==> src/rtl/tbu_pkg.sv <==
// Shared constants, types and size arithmetic for the TX buffer command unpacker
`default_nettype none
package tbu_pkg;
	// Command A field positions
	localparam int unsigned A_FIRST_BIT = 13;
	localparam int unsigned A_LAST_BIT = 12;
	localparam int unsigned A_SIZE_MSB = 10;
	localparam int unsigned A_OFF_LSB = 16;
	localparam int unsigned A_OFF_MSB = 20;
	localparam int unsigned A_ALIGN_LSB = 24;
	localparam int unsigned A_ALIGN_MSB = 25;
	// Command B field positions
	localparam int unsigned B_TAG_LSB = 16;
	localparam int unsigned B_TAG_MSB = 31;
	localparam int unsigned B_CRC_DIS_BIT = 13;
	localparam int unsigned B_PAD_DIS_BIT = 12;
	localparam int unsigned B_LEN_MSB = 10;
	// Bits that may be nonzero; all others are reserved
	localparam logic [31:0] CMD_A_MASK = 32'h831f_37ff;
	localparam logic [31:0] CMD_B_MASK = 32'hffff_37ff;
	// End alignment codes
	localparam logic [1:0] ALIGN_4 = 2'h0;
	localparam logic [1:0] ALIGN_16 = 2'h1;
	localparam logic [1:0] ALIGN_32 = 2'h2;
	// Host-side fragmentation limits
	localparam logic [11:0] MIN_MID_BYTES = 12'h004;
	localparam logic [7:0] MAX_FRAGS = 8'h56;
	localparam logic [11:0] SF_LIMIT_BYTES = 12'h7f4;

	typedef enum logic [2:0] {
		DS_CMD_A = 3'b001,
		DS_CMD_B = 3'b010,
		DS_BODY = 3'b100
	} tbu_dev_state_t;

	typedef enum logic [2:0] {
		HS_IDLE = 3'b001,
		HS_CMD_B = 3'b010,
		HS_DATA = 3'b100
	} tbu_host_state_t;

	// DWORDs following the two command words, offset and padding included
	function automatic logic [11:0] tbu_total_dw(input logic [4:0] off, input logic [10:0] size,
		input logic [1:0] align);
		logic [11:0] s;
		s = {7'h00, off} + {1'b0, size};
		case (align)
			ALIGN_16: return ((s + 12'h00f) >> 4) << 2;
			ALIGN_32: return ((s + 12'h01f) >> 5) << 3;
			// Reserved code handled as 4-byte alignment
			default: return (s + 12'h003) >> 2;
		endcase
	endfunction : tbu_total_dw

	// Index one past the last DWORD holding payload
	function automatic logic [11:0] tbu_data_end_dw(input logic [4:0] off, input logic [10:0] size);
		logic [11:0] s;
		s = {7'h00, off} + {1'b0, size};
		return (s + 12'h003) >> 2;
	endfunction : tbu_data_end_dw

	// Lanes of DWORD idx that carry payload bytes
	function automatic logic [3:0] tbu_byte_en(input logic [11:0] idx, input logic [4:0] off,
		input logic [10:0] size);
		logic [3:0] be;
		logic [11:0] pos;
		logic [11:0] lim;
		be = 4'h0;
		lim = {7'h00, off} + {1'b0, size};
		for (int k = 0; k < 4; k++)
		begin
			pos = {idx[9:0], 2'(k)};
			be[k] = (pos >= {7'h00, off}) && (pos < lim);
		end
		return be;
	endfunction : tbu_byte_en
endpackage : tbu_pkg
`default_nettype wire

==> src/rtl/tbu_if.sv <==
// Link between the host writer and the TX buffer command unpacker
`default_nettype none
interface tbu_if;
	logic wr_valid;
	logic [31:0] wr_data;
	logic err_clear;
	logic tx_err;
	logic stat_valid;
	logic [31:0] stat_word;

	modport dev (
		input wr_valid,
		input wr_data,
		input err_clear,
		output tx_err,
		output stat_valid,
		output stat_word
	);

	modport host (
		output wr_valid,
		output wr_data,
		output err_clear,
		input tx_err,
		input stat_valid,
		input stat_word
	);
endinterface : tbu_if
`default_nettype wire

==> src/rtl/tbu_dev.sv <==
// Device end: unpacks TX command words and strips offset and padding DWORDs
`default_nettype none
// Notes on behaviour
// - Command A bit 13 opens a packet
// - Command A bit 12 closes the packet
// - Command A bits 10:0 are payload bytes
// - Size plus alignment gives trailing DWORDs, dropped
// - Summed sizes differing from length raise error
// - Command B tag goes into status word
// - Command B bit 13 suppresses CRC append
// - Bit 12 stops padding, CRC then forced on
// - Command B bits 10:0 are packet length
// - Host writes zero to reserved bits
// - Payload starts at third DWORD of buffer
// - Offset low bits pick first byte lane
// - Offset bits 4:2 skip whole leading DWORDs
// - Bytes past payload are not forwarded
// - Tail padding to alignment removed by device
// - Any start, end, first and last length
// - Host keeps middle buffers at four bytes or more
// - Host caps store-forward footprint at 2036 bytes
// - Host treats over 86 buffers as fragmented in store-forward mode only
// - Differing command B in packet raises error
module tbu_dev (
	input wire logic core_clk,
	input wire logic rst_n,
	tbu_if.dev lk,
	output logic out_valid,
	output logic [31:0] out_data,
	output logic [3:0] out_be,
	output logic out_last,
	output logic [15:0] pkt_tag,
	output logic pkt_crc_add,
	output logic pkt_pad_add
);
	import tbu_pkg::*;

	typedef struct packed {
		tbu_dev_state_t state;
		// Command words of the buffer in flight
		logic [31:0] cmd_a;
		logic [31:0] cmd_b;
		// Packet bookkeeping
		logic in_pkt;
		logic pkt_err;
		logic [11:0] acc;
		logic [11:0] cnt;
		logic [11:0] total;
		logic [11:0] dend;
		logic err_flag;
		// Forwarded data
		logic out_valid;
		logic [31:0] out_data;
		logic [3:0] out_be;
		logic out_last;
		// Per-packet MAC controls
		logic [15:0] tag;
		logic crc_add;
		logic pad_add;
		// Status towards the host
		logic stat_valid;
		logic [31:0] stat_word;
	} tbu_dev_st_t;

	tbu_dev_st_t st_reg;
	tbu_dev_st_t st_next;

	always_comb
	begin
		logic set_err;
		logic fin;
		logic [10:0] size;
		logic [4:0] off;

		set_err = 1'b0;
		fin = 1'b0;
		size = 11'h000;
		off = 5'h00;
		st_next = st_reg;
		// Pulses stand for one cycle only
		st_next.out_valid = 1'b0;
		st_next.out_last = 1'b0;
		st_next.stat_valid = 1'b0;

		// Clear first so that a set later in the cycle wins
		if (lk.err_clear)
			st_next.err_flag = 1'b0;

		if (lk.wr_valid)
		begin
			case (st_reg.state)
				DS_CMD_A:
				begin
					st_next.cmd_a = lk.wr_data;
					size = lk.wr_data[A_SIZE_MSB:0];
					st_next.state = DS_CMD_B;
					if (lk.wr_data[A_FIRST_BIT])
					begin
						// A missing closing segment raises the error, charged to the new packet
						set_err = st_reg.in_pkt;
						st_next.in_pkt = 1'b1;
						st_next.pkt_err = 1'b0;
						st_next.acc = {1'b0, size};
					end
					else
					begin
						// Continuation without an open packet is an error
						set_err = !st_reg.in_pkt;
						// Middle buffer length is left to the host
						st_next.acc = st_reg.acc + {1'b0, size};
					end
				end

				DS_CMD_B:
				begin
					// Payload follows right after this word
					st_next.cmd_b = lk.wr_data;
					size = st_reg.cmd_a[A_SIZE_MSB:0];
					off = st_reg.cmd_a[A_OFF_MSB:A_OFF_LSB];
					if (st_reg.cmd_a[A_FIRST_BIT])
					begin
						st_next.tag = lk.wr_data[B_TAG_MSB:B_TAG_LSB];
						// Padding off forces CRC on
						st_next.crc_add = !lk.wr_data[B_CRC_DIS_BIT] || lk.wr_data[B_PAD_DIS_BIT];
						st_next.pad_add = !lk.wr_data[B_PAD_DIS_BIT];
					end
					else if (lk.wr_data != st_reg.cmd_b)
						set_err = 1'b1;
					st_next.total = tbu_total_dw(off, size, st_reg.cmd_a[A_ALIGN_MSB:A_ALIGN_LSB]);
					st_next.dend = tbu_data_end_dw(off, size);
					st_next.cnt = 12'h000;
					st_next.state = DS_BODY;
					// Empty buffer with no offset has no body at all
					fin = (st_next.total == 12'h000);
				end

				DS_BODY:
				begin
					// Counter runs over offset, payload and padding DWORDs alike
					size = st_reg.cmd_a[A_SIZE_MSB:0];
					off = st_reg.cmd_a[A_OFF_MSB:A_OFF_LSB];
					// Whole offset DWORDs and trailing padding DWORDs are dropped
					if (st_reg.cnt >= {9'h000, off[4:2]} && st_reg.cnt < st_reg.dend)
					begin
						st_next.out_valid = 1'b1;
						st_next.out_data = lk.wr_data;
						st_next.out_be = tbu_byte_en(st_reg.cnt, off, size);
						st_next.out_last = st_reg.cmd_a[A_LAST_BIT] && (st_reg.cnt + 12'h001 == st_reg.dend);
					end
					st_next.cnt = st_reg.cnt + 12'h001;
					fin = (st_reg.cnt + 12'h001 == st_reg.total);
				end

				default:
					st_next.state = DS_CMD_A;
			endcase
		end

		// Buffer fully taken: next word is a command A
		if (fin)
		begin
			st_next.state = DS_CMD_A;
			if (st_next.cmd_a[A_LAST_BIT])
			begin
				// Closing buffer: check the running count and report
				if (st_next.acc != {1'b0, st_next.cmd_b[B_LEN_MSB:0]})
					set_err = 1'b1;
				st_next.in_pkt = 1'b0;
				st_next.stat_valid = 1'b1;
				st_next.stat_word = {st_next.tag, st_next.pkt_err | set_err, 15'h0000};
			end
		end

		// Set wins over a clear in the same cycle
		if (set_err)
		begin
			st_next.err_flag = 1'b1;
			st_next.pkt_err = 1'b1;
		end
	end

	// Synchronous reset returns to waiting for a command A
	always_ff @(posedge core_clk)
	begin
		if (!rst_n)
		begin
			st_reg <= '0;
			st_reg.state <= DS_CMD_A;
		end
		else
			st_reg <= st_next;
	end

	// Data and lanes keep their value between pulses; only valid marks them
	assign lk.tx_err = st_reg.err_flag;
	assign lk.stat_valid = st_reg.stat_valid;
	assign lk.stat_word = st_reg.stat_word;
	assign out_valid = st_reg.out_valid;
	assign out_data = st_reg.out_data;
	assign out_be = st_reg.out_be;
	assign out_last = st_reg.out_last;
	assign pkt_tag = st_reg.tag;
	assign pkt_crc_add = st_reg.crc_add;
	assign pkt_pad_add = st_reg.pad_add;
endmodule : tbu_dev
`default_nettype wire

==> src/flat_wrapper.sv <==
// flat-port wrapper written by rule: the top's interface ports become plain ports
module tbu_dev_flat import tbu_pkg::*;
  (core_clk, rst_n, out_valid, out_data, out_be, out_last, pkt_tag, pkt_crc_add, pkt_pad_add, lk_wr_valid, lk_wr_data, lk_err_clear, lk_tx_err, lk_stat_valid, lk_stat_word);
  tbu_if lk_i ();
  input wire logic core_clk;
  input wire logic rst_n;
  output logic out_valid;
  output logic [31:0] out_data;
  output logic [3:0] out_be;
  output logic out_last;
  output logic [15:0] pkt_tag;
  output logic pkt_crc_add;
  output logic pkt_pad_add;
  input wire logic [$bits(lk_i.wr_valid)-1:0] lk_wr_valid;
  input wire logic [$bits(lk_i.wr_data)-1:0] lk_wr_data;
  input wire logic [$bits(lk_i.err_clear)-1:0] lk_err_clear;
  output wire logic [$bits(lk_i.tx_err)-1:0] lk_tx_err;
  output wire logic [$bits(lk_i.stat_valid)-1:0] lk_stat_valid;
  output wire logic [$bits(lk_i.stat_word)-1:0] lk_stat_word;
  assign lk_i.wr_valid = lk_wr_valid;
  assign lk_i.wr_data = lk_wr_data;
  assign lk_i.err_clear = lk_err_clear;
  assign lk_tx_err = lk_i.tx_err;
  assign lk_stat_valid = lk_i.stat_valid;
  assign lk_stat_word = lk_i.stat_word;
  tbu_dev u_core (.core_clk(core_clk), .rst_n(rst_n), .lk(lk_i), .out_valid(out_valid), .out_data(out_data), .out_be(out_be), .out_last(out_last), .pkt_tag(pkt_tag), .pkt_crc_add(pkt_crc_add), .pkt_pad_add(pkt_pad_add));
endmodule
==> config.mk <==
export PLATFORM = sky130hd
export DESIGN_NAME = tbu_dev_flat
export DESIGN_NICKNAME = d
export VERILOG_FILES = /design/src/rtl/tbu_pkg.sv /design/src/rtl/tbu_if.sv /design/src/rtl/tbu_dev.sv /design/src/flat_wrapper.sv
export SDC_FILE = /design/constraint.sdc
export NUM_CORES = 1
export LEC_CHECK = 0
export ABC_AREA = 0
export BUFFER_PORTS_ARGS = -buffer_cell sky130_fd_sc_hd__buf_2
export CAP_MARGIN = 20
export CORE_UTILIZATION = 54
export DETAILED_ROUTE_END_ITERATION = 16
export PLACE_DENSITY = 0.78
export SYNTH_ARGS = -nofsm -noshare
export SYNTH_HDL_FRONTEND = slang
export SYNTH_SLANG_ARGS = --single-unit
==> constraint.sdc <==
create_clock -name core_clk -period 3.52 [get_ports core_clk]
set_input_delay 0.352 -clock core_clk [delete_from_list [all_inputs] [get_ports core_clk]]
set_output_delay 0.352 -clock core_clk [all_outputs]
set_load 0.02 [all_outputs]
==> results of run 1 <==
## per-layer routing
metal,vias to the layer above,part of all wire (%),track usage (%)
li1,4717,-,-
met5,-,0,0
met1,4653,45,39.0
met3,65,6.8,4.47
met4,0,2.4,9.74
met2,393,46,44.4
## cell families after synthesis
group | after synthesis | synth area share, %
and+or+nand+nor | 443 | 20.1
AOI/OAI and AO/OA | 340 | 20.0
xor gates and xnor gates | 80 | 6.57
DFF | 176 | 32.7
other | 1 | 0.0348
buffers and inverters | 202 | 10.4
adders and majority gates | 47 | 5.59
muxes | 41 | 4.58
## through the flow
stage,hold slack [ns],setup slack (ns),instance area (um^2),total power (W)
2_1_floorplan,0.432,0.00517,10900,0.00275
3_3_place_gp,0.440,-0.0394,11400,0.00305
3_5_place_dp,0.449,-0.154,11400,0.00307
4_1_cts,0.181,-0.0728,12000,0.00497
5_1_grt,0.188,-0.272,12300,0.00522
6_report,0.183,-0.205,12300,0.00504
## layout by cell type, fill, tap and decap left out, types with 5 or more instances in the layout
cell,n
nor2_1,85
nor2b_1,6
nand2b_1,9
o211ai_1,7
buf_2,110
o21a_1,12
buf_12,5
inv_1,32
a211oi_1,14
and3_1,11
nand4_1,11
a22oi_1,5
nor4_1,10
mux2_4,16
o21ai_0,67
a211oi_2,5
inv_8,5
dfxtp_1,172
nand3_1,73
xor2_1,51
mux2i_1,22
or3_1,5
a31oi_1,13
buf_4,77
a21o_1,12
a21oi_1,139
nor3b_1,6
ha_1,40
nand2_1,146
nor3_1,19
a31o_2,5
clkbuf_16,19
and2_1,26
clkinv_8,6
xnor2_1,26
conb_1,15
## report_power, final
| part | leakage [nW] | switching [W] | internal [W] | total, W |
|---|---|---|---|---|
| Clock | 0.298 | 0.000966 | 0.000967 | 0.00193 |
| Combinational | 3.31 | 0.000608 | 0.000415 | 0.00102 |
| Sequential | 1.43 | 0.0000508 | 0.00204 | 0.00209 |
| Total | 5.03 | 0.00163 | 0.00342 | 0.00504 |
## cells in the mapped netlist (6+ instances only)
| cell | count | area [um^2] |
|---|---|---|
| clkbuf_1 | 57 | 214 |
| a21o_1 | 12 | 90.1 |
| mux2i_1 | 22 | 220 |
| nand4_1 | 11 | 68.8 |
| and2_1 | 26 | 163 |
| nand2b_1 | 9 | 56.3 |
| mux2_4 | 16 | 240 |
| buf_1 | 6 | 22.5 |
| inv_1 | 32 | 120 |
| buf_4 | 90 | 676 |
| xor2_1 | 52 | 455 |
| o21a_1 | 12 | 90.1 |
| a211oi_1 | 16 | 120 |
| buf_2 | 9 | 45.0 |
| o21ai_0 | 69 | 345 |
| xnor2_1 | 27 | 236 |
| nor3_1 | 19 | 95.1 |
| ha_1 | 45 | 563 |
| nor4_1 | 10 | 62.6 |
| o211ai_1 | 7 | 52.6 |
| a31oi_1 | 14 | 87.6 |
| and3_1 | 11 | 68.8 |
| nor2_1 | 88 | 330 |
| nor3b_1 | 6 | 45.0 |
| dfxtp_1 | 176 | 3520 |
| nand2_1 | 147 | 552 |
| o2111ai_1 | 6 | 52.6 |
| a21oi_1 | 141 | 706 |
| nand3_1 | 74 | 370 |
| nor2b_1 | 6 | 37.5 |
## what timing repair did
item                                    CTS  global route
buffers inserted                          0             5
gates cloned                              0             3
endpoints found under the setup margin   18            25
resized for setup                         5            37
pin swaps                                 2            19
## worst max-delay path, delay by kind of cell, from the launching register on
kind            cells  cell delay [ns]
xor+xnor            1             0.15
buf+inv             2             0.29
mux                 1             0.29
flops               1             0.34
fa+ha+maj           2             0.54
compound gates      5             1.37
simple gates        3             0.65
## final timing paths
| kind | depth (start not counted) | slack (ns) | end |
|---|---|---|---|
| min reg2reg | 2 | 0.46 | u_core.st_reg[98] |
| max | 14 | -0.20 | u_core.lk.stat_word[28] |
| min | 3 | 0.18 | u_core.st_reg[151] |
| max reg2reg | 14 | -0.20 | u_core.lk.stat_word[28] |
## cell type report
cell class                      instances  area (um^2)  share of cell area (%)
Antenna cell                            1         2.50                  0.0203
Clock buffer                           17          425                    3.45
Clock inverter                         15          189                    1.53
Inverter                               38          150                    1.22
Multi-Input combinational cell        966         6400                    51.8
Sequential cell                       176         3530                    28.6
Tap cell                              265          332                    2.69
Timing Repair Buffer                  197         1320                    10.7
==> flow_summary_export.csv, run 1 <==
group,metric,value,unit
floorplan,die_area,0.0205,mm^2
finish,postLayoutCoreUtil,63.2,%
grt,grt_usage,28.2,%
sta,tightestPinTransition,0.958,ns
finish,nets,1479,
finish,layout-drive-gt1-share,22.6,%
sta,finalCritPeriodShare,106,%
yosys,ys_ff_latch,176,
sta,max_slew_margin,36.2,%
routing,detail-route-antenna-nets,0,
floorplan,design.core.area,0.0195,mm^2
floorplan,num_rows,51,
cts,ctsHoldBuffers,0,
cts,cts.clk_slew.worst_paths,0.08,ns
run,cap_violations,0,
worst_setup_path,slowest_stage,"fa_2",
sta,finalHoldViolations,0,
worst_setup_path,startpoint_type,"register",
sta,final.setup.tns,-3.28,ns
hold_path,hp-start,"lk_wr_data[11]",
routing,finalWirelength,29.7,mm
floorplan,dieWidth,143,um
finish,synthToLayoutAreaGrowth,14.4,%
sta,setup_viol,20,
power_and_ir_drop,ir_worst_vdd,0.387,mV
routing,vias,9828,
grt,antenna_found_initial,0,
cts,cts_buffer_depth,2,
outcome,status,"complete, but fails checks",
yosys,synth_cells,1330,
routing,drc,0,
hold_path,hold_path_class,"primary input to register",
grt,grt_max_degree,89,
yosys,yosys_warnings,0,
placed_design,port_buffers,110,
cts,numCtsBuffers,17,
routing,routed_via_density,5.87,
yosys,syn_avg_cell_area,8.11,um^2
sta,finClkSkew,0.0100,ns
floorplan,start_util,55.2,%
yosys,yosysSeqAreaShare,32.7,%
finish,nFillCells,1664,
sta,max_freq,268,MHz
grt,grt_pass1_wl,45.0,mm
cts,clk_latency,0.45,ns
worst_setup_path,cp-end-kind,"register",
outcome,violations,"negative setup slack",
floorplan,ios,126,
worst_setup_path,reg2reg_from,"u_core.st_reg[172]",
routing,drt_iter0_drc,853,
grt,grt_overflow,0,
yosys,syn_area,0.0108,mm^2
yosys,ys_types,90,
finish,final-instance-count-excl-fill,1675,
worst_setup_path,cp_max_fo,5,
placed_design,numPlacedInstances,1634,
placed_design,place_congestion,0.924,
cts,clock-root-buffer,"clkbuf_16",
sta,rsz0062_at_grt,"true",
worst_setup_path,worstPathRequired,3.86,ns
yosys,ys_async_sr_fraction,0,%
routing,first_pass_iters,5,
worst_setup_path,critPathArrivalTime,4.07,ns
cts,cts_sinks,176,
sta,drv_slew,0,
floorplan,fp.dieH,143,um
finish,largest_reg_flops,101,
worst_setup_path,worst-setup-path-type,"register to register",
power_and_ir_drop,leakage,5.03,nW
sta,worst_slack,-0.205,ns
grt,grt_pass1_vias,8691,
placed_design,hpwlAfterDp,20.5,mm
cts,ctsHtreeMaxLevel,4,
worst_setup_path,startpoint,"u_core.st_reg[172]",
power_and_ir_drop,powerDensity,409,mW/mm^2
worst_setup_path,cp_cell_sequence,"ha_4 -> fa_2 -> a211o_1 -> a21o_1 -> and2_4 -> xnor2_2 -> a221o_1 -> a311oi_1 -> and4_1 -> nand4b_4 -> a21oi_4 -> buf_12 -> clkbuf_16 -> mux2_4",
routing,drt-wirelength-per-cell,17.7,um
yosys,synth_ff_type,"dfxtp_1",
cts,cts_tree,"done",
yosys,synth_edf_count,0,
sta,fin_crit,3.72,ns
worst_setup_path,cpPeakStageDelay,0.38,ns
Power figures use the tool's default switching activity.
==> run 2: changes to the inputs <==
--- a/config.mk
+++ b/config.mk
@@ -8,9 +8,11 @@
 export ABC_AREA = 0
 export BUFFER_PORTS_ARGS = -buffer_cell sky130_fd_sc_hd__buf_2
 export CAP_MARGIN = 20
-export CORE_UTILIZATION = 54
+export CELL_PAD_IN_SITES_DETAIL_PLACEMENT = 1
+export CELL_PAD_IN_SITES_GLOBAL_PLACEMENT = 1
+export CORE_UTILIZATION = 40
 export DETAILED_ROUTE_END_ITERATION = 16
-export PLACE_DENSITY = 0.78
+export PLACE_DENSITY_LB_ADDON = 0.1
 export SYNTH_ARGS = -nofsm -noshare
 export SYNTH_HDL_FRONTEND = slang
 export SYNTH_SLANG_ARGS = --single-unit
==> run 2 against run 1 <==
Effect of this change:
- highest routed layer unchanged
- clock skew is 0.0058 ns higher
- sequential share of layout area is 0.88 points lower
- worst hold slack better by 0.0037 ns
- setup slack better by 0.066 ns
- fmax is 1.8% higher
- die area is 34% higher
- the run ends with design-rule violations, negative setup slack left
- register-to-register slack better by 0.07 ns
- total power is 1.8% higher
- clock-buffer cell count stayed put
- largest power group unchanged
- combinational power is 8% higher
==> flow_summary_export.csv, run 2 (synthesis results as in run 1) <==
group,metric,value,unit
grt,grt_pass1_vias,9826,
power_and_ir_drop,powerDensity,403,mW/mm^2
finish,nets,1506,
floorplan,fp.dieH,166,um
routing,routed_via_density,5.56,
routing,drt_iter0_drc,697,
outcome,violations,"design-rule violations, negative setup slack",
placed_design,port_buffers,110,
routing,drt-wirelength-per-cell,19.5,um
finish,diodes,0,
worst_setup_path,worstPathRequired,3.86,ns
cts,clk_latency,0.44,ns
floorplan,start_util,41.0,%
floorplan,num_rows,59,
grt,grt_overflow,0,
finish,largest_reg_flops,101,
worst_setup_path,cp_max_fo,7,
finish,layout-drive-gt1-share,24.7,%
placed_design,place_congestion,0.843,
finish,final-instance-count-excl-fill,1771,
sta,worst_slack,-0.139,ns
worst_setup_path,startpoint_type,"register",
routing,drc,13,
cts,cts_buffer_depth,2,
sta,hold_slack,0.187,ns
cts,cts.clk_slew.worst_paths,0.08,ns
placed_design,post-place-ws,-0.224,ns
worst_setup_path,worst-setup-path-type,"register to register",
sta,max_freq,273,MHz
power_and_ir_drop,ir_worst_vdd,0.281,mV
finish,postLayoutCoreUtil,48.4,%
floorplan,design.core.area,0.0263,mm^2
sta,finalHoldViolations,0,
cts,numCtsBuffers,17,
floorplan,ios,126,
worst_setup_path,cp-end-kind,"register",
floorplan,die_area,0.0276,mm^2
cts,cts_sinks,176,
finish,final_common_cell,"dfxtp_1",
grt,grt_usage,24.6,%
cts,cts_tree,"done",
floorplan,dieWidth,166,um
power_and_ir_drop,leakage,5.16,nW
placed_design,hpwlAfterDp,24.8,mm
outcome,status,"complete, but fails checks",
finish,layout_common_cells,"172 x dfxtp_1, 145 x nand2_1, 138 x a21oi_1",
placed_design,numPlacedInstances,1727,
sta,setup_viol,20,
finish,synthToLayoutAreaGrowth,18.1,%
power_and_ir_drop,p_total,0.00513,W
sta,drv_slew,0,
sta,fin_crit,3.66,ns
grt,grt_max_degree,78,
cts,ctsHtreeMaxLevel,4,
sta,finClkSkew,0.0158,ns
sta,max_slew_margin,41.4,%
routing,vias,9839,
sta,tightestPinTransition,0.879,ns
worst_setup_path,critPathArrivalTime,4.00,ns
hold_path,hold_path_class,"primary input to register",
sta,finalCritPeriodShare,104,%
grt,antenna_found_initial,0,
cts,ctsHoldBuffers,0,
routing,finalWirelength,34.6,mm
sta,rsz0062_at_grt,"true",
routing,detail-route-antenna-nets,0,
run,cap_violations,0,
grt,grt_pass1_wl,54.1,mm
routing,first_pass_iters,10,
cts,clock-root-buffer,"clkbuf_16",
run 2: cell types whose count changed in the layout (fill, tap and decap cells not counted), moves of 2 or more:
cell	previous run	this run
a211oi_4	1	3
buf_6	2	5
inv_8	5	3
buf_4	77	101
ha_1	40	38
run 2: timing repair:
| action | CTS | global route |
|---|---|---|
| gates cloned | 0 | 3 |
| setup buffers | 5 | 4 |
| endpoints found under the hold margin | 0 | 0 |
| gates resized for setup | 20 | 37 |
| setup endpoints to repair | 24 | 25 |
| pin swaps | 8 | 25 |
run 2: path summary, 6_finish.rpt:
path,start,end,slack (ns),depth (start not counted)
worst max register to register,u_core.st_reg[188],u_core.lk.stat_word[23],-0.14,16
worst min-delay path,lk_wr_data[14],u_core.st_reg[154],0.19,3
worst min register to register,u_core.st_reg[98],u_core.st_reg[98],0.46,2
worst max-delay path,u_core.st_reg[188],u_core.lk.stat_word[23],-0.14,16
run 2: worst max-delay path, cell delays in order, from the launching register on:
cell and delay [ns]:
dfxtp_2 0.34, ha_4 0.16, fa_2 0.39, a211o_1 0.33, a21o_1 0.24, and2_4 0.18
inv_6 0.08, buf_6 0.12, a211oi_4 0.06, xnor2_1 0.13, a221oi_2 0.33, and4_4 0.29
nand4b_4 0.13, a21oi_4 0.17, buf_12 0.15, clkbuf_16 0.15, mux2_4 0.29
run 2: final cells by class:
type | count | area [um^2]
clock buffers | 17 | 425
repair buffers | 224 | 1540
clock inverters | 15 | 190
flip-flops and latches | 176 | 3530
multi-input cells | 966 | 6480
inverters | 38 | 150
well taps | 335 | 419
fillers | 3190 | 13500
run 2: power breakdown:
| part | switching [W] | total [W] | internal [W] | leakage (nW) |
|---|---|---|---|---|
| clock | 0.000987 | 0.00195 | 0.000967 | 0.293 |
| sequential | 0.0000425 | 0.00208 | 0.00204 | 1.43 |
| combinational | 0.000653 | 0.00110 | 0.000448 | 3.44 |
| total | 0.00168 | 0.00513 | 0.00345 | 5.16 |
run 2: stage by stage:
step	TNS, ns	area, um^2
after floorplan	0	10900
after global placement	-1.73	11700
after detailed placement	-3.92	11700
after CTS	-1.59	12400
after global routing	-4.14	12700
final	-2.25	12700
run 2: layer usage:
layer / GRT usage (%) / routed length [um] / vias to the layer above
met5: 0 / 0 / -
met4: 6.50 / 620 / 0
met3: 2.96 / 1290 / 45
met2: 40.5 / 16200 / 218
met1: 34.1 / 16500 / 4809
li1: - / - / 4767
